`config.mk`:
```
export PLATFORM = sky130hd
export DESIGN_NAME = interrupt_post_mask_logic
export DESIGN_NICKNAME = d
export VERILOG_FILES = /design/src/rtl/intc_pkg.sv /design/src/rtl/interrupt_post_mask_logic.sv
export SDC_FILE = /design/constraint.sdc
export NUM_CORES = 1
export LEC_CHECK = 0
export BUFFER_PORTS_ARGS = -buffer_cell sky130_fd_sc_hd__buf_2
export CAP_MARGIN = 40
export CORE_ASPECT_RATIO = 0.9
export CORE_MARGIN = 1
export CORE_UTILIZATION = 27
export CTS_CLUSTER_SIZE = 14
export DETAILED_ROUTE_END_ITERATION = 6
export GPL_TIMING_DRIVEN = 0
export PLACE_DENSITY = 0.55
export SLEW_MARGIN = 10
export SYNTH_ARGS = -nofsm -noshare
export SYNTH_HDL_FRONTEND = slang
export SYNTH_SLANG_ARGS = --single-unit
```
`constraint.sdc`:
```
create_clock -name I_CLOCK -period 2.2 [get_ports I_CLOCK]
set_input_delay 0.11 -clock I_CLOCK [delete_from_list [all_inputs] [get_ports I_CLOCK]]
set_output_delay 0.11 -clock I_CLOCK [all_outputs]
set_load 0.05 [all_outputs]
```
`src/rtl/intc_pkg.sv`:
```
// constants for the group-2 interrupt posting and masking block
// Contract
// reading posted flags returns 1 where a source is posted, else 0
// with software post off, writing 0 clears that posted flag
// with software post off, writing 1 leaves the posted flag alone
// with software post on, written 0 bits are ignored
// with software post on, writing 1 posts that source like hardware
// posted flag with mask bit 0 is not pending
// hardware condition still posts while its mask bit is 0
// posted flag with mask bit 1 is pending toward the encoder
// each mask bit acts only on its own source, writes touch no other
// four mask registers exist, 0 masks and 1 unmasks
// software post enable is bit 7 at 0xde, reset 0, bits 6:0 reserved
// posted flags at 0xdc: capture1,wrap,ext2,datalow,port2,port3; reset 0
// mask at 0xdf uses same bit positions, reset 0, bit 7 reserved
// bit 6 of mask at 0xdf enables the port 4 interrupt
// mask value 0 masks the source, 1 unmasks it
// posted flag stays set until taken by core or cleared by software
// highest pending is delivered only while global enable is set
// hardware post in the same cycle as a software clear wins
package intc_pkg;
	localparam int DATA_W = 32;
	localparam int ADDR_W = 10;
	localparam int IDX_LSB = 2;
	localparam int IDX_W = ADDR_W - IDX_LSB;
	localparam int REG_W = 8;
	localparam int SRC_CNT = 7;
	localparam int VEC_W = 3;
	// register indexes, byte address is four times the index
	localparam logic [IDX_W-1:0] IDX_POSTED2 = 8'hdc;
	localparam logic [IDX_W-1:0] IDX_SWCTRL = 8'hde;
	localparam logic [IDX_W-1:0] IDX_MASK2 = 8'hdf;
	localparam logic [IDX_W-1:0] IDX_MASK0 = 8'he0;
	localparam logic [IDX_W-1:0] IDX_MASK1 = 8'he1;
	localparam logic [IDX_W-1:0] IDX_IRQ_STATUS = 8'he2;
	localparam logic [IDX_W-1:0] IDX_IRQ_MASK = 8'he3;
	// field positions
	localparam int SWPOST_BIT = 7;
	localparam int SRC_CAPTURE1 = 0;
	localparam int SRC_WRAP = 1;
	localparam int SRC_EXT2 = 2;
	localparam int SRC_DATA_LOW = 3;
	localparam int SRC_PORT2 = 4;
	localparam int SRC_PORT3 = 5;
	localparam int SRC_PORT4 = 6;
	// reset values
	localparam logic [SRC_CNT-1:0] RST_SRC = 7'h00;
	localparam logic [REG_W-1:0] RST_REG = 8'h00;
	localparam logic [VEC_W-1:0] RST_VEC = 3'h0;
endpackage : intc_pkg

```
`src/rtl/interrupt_post_mask_logic.sv`:
```
// group-2 interrupt posting, masking and delivery with wishbone registers
//
// The Wishbone slave port was left to the implementer.
`timescale 1ns/1ps
`default_nettype none
module interrupt_post_mask_logic
	import intc_pkg::*;
(
	// clock and reset
	input wire logic I_CLOCK,
	input wire logic I_RST_N,
	// wishbone slave
	input wire logic I_WB_CYC,
	input wire logic I_WB_STB,
	input wire logic I_WB_WE,
	input wire logic [ADDR_W-1:0] I_WB_ADR,
	input wire logic [3:0] I_WB_SEL,
	input wire logic [DATA_W-1:0] I_WB_DAT,
	output logic O_WB_ACK,
	output logic [DATA_W-1:0] O_WB_DAT,
	// interrupt sources and core side
	input wire logic [SRC_CNT-1:0] I_SOURCE_EVENT,
	input wire logic [SRC_CNT-1:0] I_TAKE,
	input wire logic I_GLOBAL_IRQ_ENABLE,
	// pending and delivery
	output logic [SRC_CNT-1:0] O_PENDING,
	output logic O_DELIVER,
	output logic [VEC_W-1:0] O_VECTOR,
	// summary interrupt
	output logic O_IRQ
);

	logic [SRC_CNT-1:0] posted;
	logic [SRC_CNT-1:0] mask2;
	logic software_post_enable;
	logic [REG_W-1:0] mask0;
	logic [REG_W-1:0] mask1;
	logic [SRC_CNT-1:0] irq_status;
	logic [SRC_CNT-1:0] irq_mask;
	logic [SRC_CNT-1:0] next_posted;
	logic [SRC_CNT-1:0] next_status;

	// bus decode
	wire logic bus_req = I_WB_CYC & I_WB_STB;
	wire logic new_req = bus_req & ~O_WB_ACK;
	wire logic wr_lane = bus_req & O_WB_ACK & I_WB_WE & I_WB_SEL[0];
	wire logic [IDX_W-1:0] adr_idx = I_WB_ADR[ADDR_W-1:IDX_LSB];
	wire logic hit_posted = adr_idx == IDX_POSTED2;
	wire logic hit_swctrl = adr_idx == IDX_SWCTRL;
	wire logic hit_mask2 = adr_idx == IDX_MASK2;
	wire logic hit_mask0 = adr_idx == IDX_MASK0;
	wire logic hit_mask1 = adr_idx == IDX_MASK1;
	wire logic hit_status = adr_idx == IDX_IRQ_STATUS;
	wire logic hit_irq_mask = adr_idx == IDX_IRQ_MASK;
	wire logic hit_any = hit_posted | hit_swctrl | hit_mask2 |
		hit_mask0 | hit_mask1 | hit_status |
		hit_irq_mask;
	wire logic wr_posted = wr_lane & hit_posted;
	wire logic wr_swctrl = wr_lane & hit_swctrl;
	wire logic wr_mask2 = wr_lane & hit_mask2;
	wire logic wr_mask0 = wr_lane & hit_mask0;
	wire logic wr_mask1 = wr_lane & hit_mask1;
	wire logic wr_status = wr_lane & hit_status;
	wire logic wr_irq_mask = wr_lane & hit_irq_mask;
	wire logic [SRC_CNT-1:0] wdata_src = I_WB_DAT[SRC_CNT-1:0];

	// software set and clear vectors, steered by the post enable
	wire logic [SRC_CNT-1:0] sw_set =
		(wr_posted & software_post_enable) ? wdata_src : RST_SRC;
	wire logic [SRC_CNT-1:0] sw_clr =
		(wr_posted & ~software_post_enable) ? ~wdata_src : RST_SRC;
	wire logic [SRC_CNT-1:0] post_set = I_SOURCE_EVENT | sw_set;
	wire logic [SRC_CNT-1:0] post_clr = sw_clr | I_TAKE;
	wire logic [SRC_CNT-1:0] post_rise = post_set & ~posted;
	wire logic [SRC_CNT-1:0] pending_vec = posted & mask2;

	// read mux
	wire logic [REG_W-1:0] rd_posted = {1'b0, posted};
	wire logic [REG_W-1:0] rd_swctrl =
		{software_post_enable, 7'h00};
	wire logic [REG_W-1:0] rd_mask2 = {1'b0, mask2};
	wire logic [REG_W-1:0] rd_status = {1'b0, irq_status};
	wire logic [REG_W-1:0] rd_irq_mask = {1'b0, irq_mask};
	wire logic [REG_W-1:0] rd_byte =
		hit_posted ? rd_posted :
		hit_swctrl ? rd_swctrl :
		hit_mask2 ? rd_mask2 :
		hit_mask0 ? mask0 :
		hit_mask1 ? mask1 :
		hit_status ? rd_status :
		hit_irq_mask ? rd_irq_mask : RST_REG;
	wire logic [DATA_W-1:0] rd_word = {{(DATA_W-REG_W){1'b0}}, rd_byte};

	// lowest index wins the encoder
	function automatic logic [VEC_W-1:0] prio(input logic [SRC_CNT-1:0] v);
		logic [VEC_W-1:0] r;
		r = RST_VEC;
		for (int k = SRC_CNT - 1; k >= 0; k--) begin
			if (v[k]) begin
				r = VEC_W'(k);
			end
		end
		return r;
	endfunction : prio

	// per-source posted flag and event status; set beats clear
	genvar g;
	generate
		for (g = 0; g < SRC_CNT; g++) begin : g_src
			assign next_posted[g] =
				post_set[g] | (posted[g] & ~post_clr[g]);
			assign next_status[g] = (post_set[g] & ~posted[g]) |
				(irq_status[g] & ~(wr_status & wdata_src[g]));
		end
	endgenerate

	// bus answer: ack one cycle after the request, then drop
	always_ff @(posedge I_CLOCK or negedge I_RST_N) begin
		if (!I_RST_N) begin
			O_WB_ACK <= 1'b0;
			O_WB_DAT <= '0;
		end else begin
			O_WB_ACK <= new_req;
			if (new_req) begin
				O_WB_DAT <= rd_word;
			end
		end
	end

	// posted flags and event status
	always_ff @(posedge I_CLOCK or negedge I_RST_N) begin
		if (!I_RST_N) begin
			posted <= RST_SRC;
			irq_status <= RST_SRC;
		end else begin
			posted <= next_posted;
			irq_status <= next_status;
		end
	end

	// control and mask registers, each written only by its own decode
	always_ff @(posedge I_CLOCK or negedge I_RST_N) begin
		if (!I_RST_N) begin
			software_post_enable <= 1'b0;
			mask2 <= RST_SRC;
			mask0 <= RST_REG;
			mask1 <= RST_REG;
			irq_mask <= RST_SRC;
		end else begin
			if (wr_swctrl) begin
				software_post_enable <= I_WB_DAT[SWPOST_BIT];
			end
			if (wr_mask2) begin
				mask2 <= wdata_src;
			end
			if (wr_mask0) begin
				mask0 <= I_WB_DAT[REG_W-1:0];
			end
			if (wr_mask1) begin
				mask1 <= I_WB_DAT[REG_W-1:0];
			end
			if (wr_irq_mask) begin
				irq_mask <= wdata_src;
			end
		end
	end

	// pending vector, delivery and summary interrupt
	always_ff @(posedge I_CLOCK or negedge I_RST_N) begin
		if (!I_RST_N) begin
			O_PENDING <= RST_SRC;
			O_DELIVER <= 1'b0;
			O_VECTOR <= RST_VEC;
			O_IRQ <= 1'b0;
		end else begin
			O_PENDING <= pending_vec;
			O_DELIVER <= (|pending_vec) & I_GLOBAL_IRQ_ENABLE;
			O_VECTOR <= prio(pending_vec);
			O_IRQ <= |(irq_status & irq_mask);
		end
	end

	// checks
	// pending bits of higher priority than the presented vector
	wire logic [SRC_CNT-1:0] below_vec =
		(SRC_CNT'(1) << O_VECTOR) - SRC_CNT'(1);
endmodule : interrupt_post_mask_logic
`default_nettype wire
```
==> impl_metrics.yaml <==
grt:
  grt_pass1_wl_mm: 14.9
  antenna_found_initial: 0
  met2_usage: 0.239
  grt_max_degree: 51
  grt_usage: 0.150
  use_met1: 0.201
  overflow: 0
  grt_pass1_vias: 2812
  top_usage_layer: "met2"
  met3_usage: 0.0290
critical_path:
  path_max_fanout: 8
  crit_type: "flip-flop to flip-flop"
  timing.rr.start: "O_WB_ACK$_DFF_PN0_"
  cp.arrival_ns: 2.24
  critPathBufInv: 2
  crit_family: "simple AND/OR/NAND/NOR gates"
  cp-end-kind: "flip-flop"
  worst_path_largest_cell_delay_ns: 0.53
  worst_r2r_path_depth: 6
  path_cells: "nand3_1 > or2_2 > clkbuf_1 > or4_4 > buf_6 > mux2_4"
  reg2reg_to: "mask0[2]$_DFFE_PN0P_"
  reg2reg_slack_ns: 0.16
  slowest_stage: "or4_4"
  start_kind: "flip-flop"
  crit_required_ns: 2.40
power_and_ir_drop:
  p_switching_w: 0.000764
  p_clk_frac: 0.478
  p_leak_nw: 2.25
  internal-power_w: 0.00230
  p_comb_frac: 0.115
  vdd_drop_max_v: 0.000366
  sequentialPowerShare: 0.407
  swShare: 0.249
  p_per_area_nw_per_um2: 700
sta:
  finalHoldViolations: 0
  worstMarginPinSlew_ns: 0.837
  finalCritPeriodShare: 0.927
  setup_tns_ns: 0
  fin_crit_ns: 2.04
  setup-violations-final: 0
  rsz0062_at_grt: "false"
  setup_ws_ns: 0.160
  fin_skew_ns: 0.00650
  relSlewSlack: 0.439
  drv_slew: 0
  timing.fmax_ghz: 0.490
clock_network:
  cts_tree: "done"
  clockRootBuffer: "clkbuf_16"
  h-tree-depth: 3
  cts.sinks: 66
  worst_skew_pair.late_latency_ns: 0.33
  cts-buffers-inserted: 9
  clk_pin_slew_ns: 0.06
  cts_buffer_depth: 2
logic_synthesis:
  ys_top_cells_by_area: "dfrtp_1 48%, buf_4 5.5%, mux2_2 5.3%"
  synth_edf_count: 0
  synth.avg_cell_area_um2: 10.9
  synthArstFlopShare: 1.00
  synth_flop_cell: "dfrtp_1"
  syn_area_um2: 3410
  ys_ff_latch: 66
  syn_inst: 314
  synth_top_area_frac: 0.485
  synth_area_leader_cell: "dfrtp_1"
  synth_cell_type_count: 44
  yosysSeqAreaShare: 0.485
  synth_warnings: 0
floorplan:
  die_x_um: 120
  die_h_um: 109
  core-area_um2: 12200
  start_util: 0.280
  num_rows: 38
  fp.dieArea_um2: 13100
  ios: 111
routing:
  ant_nets: 0
  viasPerCell: 4.75
  drt_iter0_markers: 162
  drcViolationCount: 0
  vias: 2725
  wire_per_inst_um: 16.4
  dr.pass1.iters: 5
  wl_mm: 9.40
worst_hold_path:
  worstHoldStart: "I_WB_DAT[7]"
  hold_path_depth: 2
  min_to: "mask0[7]$_DFFE_PN0P_"
  hold_class: "input port to flip-flop"
cells_and_area:
  drive_gt1_frac: 0.348
  fin_nets: 476
  antenna_cells: 0
  area_growth_syn_to_layout_pct: 28.6
  fillCellCount: 1273
run:
  drv_cap: 0
placement:
  pre_cts_slack_ns: -0.00149
  io_buffers: 57
  detailed_place_hpwl_mm: 7.13
  finalWeightedCongestion: 0.813
status:
  outcome: "finished clean"
-- placed cells by master, fill, tap and decap left out, types with 8 or more instances in the layout --
cell type	instances
buf_2	56
nand3_1	12
a21oi_1	9
buf_4	27
dfrtp_1	65
clkbuf_1	9
nor2_1	10
o21ai_0	22
inv_1	36
nand2_1	23
conb_1	24
clkbuf_16	9
mux2_2	16
mux2_4	8
a22oi_1	17
-- worst reg2reg max path: cells and delay by family (launching register included) --
kind | cells | cell delay (ns)
DFF | 1 | 0.37
muxes | 1 | 0.30
and+or+nand+nor | 3 | 0.87
buffers and inverters | 2 | 0.38
-- layout make-up --
| cell class | count | area [um2] | share of cell area |
|---|---|---|---|
| flip-flops and latches | 66 | 1650 | 0.377 |
| multi-input cells | 201 | 1500 | 0.342 |
| repair buffers | 62 | 363 | 0.0828 |
| clock buffers | 13 | 270 | 0.0617 |
| plain buffers | 34 | 229 | 0.0522 |
| well taps | 160 | 200 | 0.0457 |
| inverters | 36 | 135 | 0.0308 |
| clock inverters | 2 | 35.0 | 0.00799 |
-- cell usage after synthesis, types with 2 or more instances --
cell type	count
o221ai_1	7
o311ai_0	4
o21ai_0	22
a21oi_1	9
o311ai_1	2
nand3_1	12
mux2_4	8
mux2_2	16
dfrtp_1	66
nand2_1	23
or2_2	2
and2_1	3
mux4_2	7
buf_4	25
or3_1	2
nand4_1	2
a221o_1	6
inv_1	36
a22oi_1	17
nand4b_1	2
nor4_1	2
clkbuf_1	8
nor4b_4	2
nor2_1	11
-- power groups by stage --
| stage | combinational [W] | sequential, W | clock [W] |
|---|---|---|---|
| final | 0.000354 | 0.00125 | 0.00147 |
| after global routing | 0.000383 | 0.00125 | 0.00154 |
| after CTS | 0.000354 | 0.00125 | 0.00148 |
| after detailed placement | 0.000350 | 0.00127 | 0 |
| after global placement | 0.000338 | 0.00127 | 0 |
| after floorplan | 0.000208 | 0.00128 | 0 |
-- stage by stage --
| stage | instance area (um2) | instances | hold slack (ns) | util | power, W |
|---|---|---|---|---|---|
| after global placement | 3980 | 554 | 0.321 | 0.327 | 0.00161 |
| final | 4380 | 574 | 0.0423 | 0.360 | 0.00307 |
| after global routing | 4380 | 574 | 0.0578 | 0.360 | 0.00318 |
| after detailed placement | 4030 | 556 | 0.00128 | 0.331 | 0.00162 |
| after CTS | 4360 | 573 | 0.0416 | 0.358 | 0.00308 |
| after floorplan | 3490 | 337 | -0.186 | - | 0.00149 |
-- flip-flops by register name, indices dropped and copies added, names as in the netlist --
register and flops:
O_DELIVER 1, O_IRQ 1, O_PENDING 7, O_VECTOR 3, O_WB_ACK 1, O_WB_DAT 8
irq_mask 7, irq_status 7, mask0 8, mask1 8, mask2 7, posted 7
software_post_enable 1
-- worst max-delay path by stage --
stage	cells past startpoint	slack, ns	from	to
floorplan	6	0.11	O_WB_ACK$_DFF_PN0_	mask0[0]$_DFFE_PN0P_
global placement	6	-0.41	I_WB_ADR[3]	posted[6]$_DFF_PN0_
detailed placement	6	-0.001	O_WB_ACK$_DFF_PN0_	irq_status[6]$_DFF_PN0_
CTS	5	0.11	O_WB_ACK$_DFF_PN0_	mask1[4]$_DFFE_PN0P_
global route	6	0.01	O_WB_ACK$_DFF_PN0_	irq_status[6]$_DFF_PN0_
finish	6	0.16	O_WB_ACK$_DFF_PN0_	mask0[2]$_DFFE_PN0P_
-- layer usage --
layer  wire (um)  vias to the layer above  share of wire
li1            -                     1277              -
met1        4410                     1351           0.47
met2        4370                       83           0.46
met3         453                       14          0.048
met4         172                        0          0.018
met5           0                        -              0
-- cells by family (layout without fill, tap and decap cells) --
| kind of cell | count (synthesis) | after routing | share of synthesized area |
|---|---|---|---|
| AO/OA/AOI/OAI | 75 | 75 | 0.153 |
| AND/OR/NAND/NOR | 71 | 71 | 0.120 |
| buffers and inverters | 70 | 147 | 0.107 |
| flip-flops | 66 | 66 | 0.485 |
| multiplexers | 31 | 31 | 0.134 |
| other | 1 | 24 | 0.00110 |
-- timing repair --
item,in CTS,in global routing
hold buffers,2,0
pin swaps,0,1
endpoints found under the hold margin,67,0
resized for setup,1,1
buffers inserted,0,1
setup endpoints to repair,1,9
Note: power is estimated with default switching activity, not from simulation.
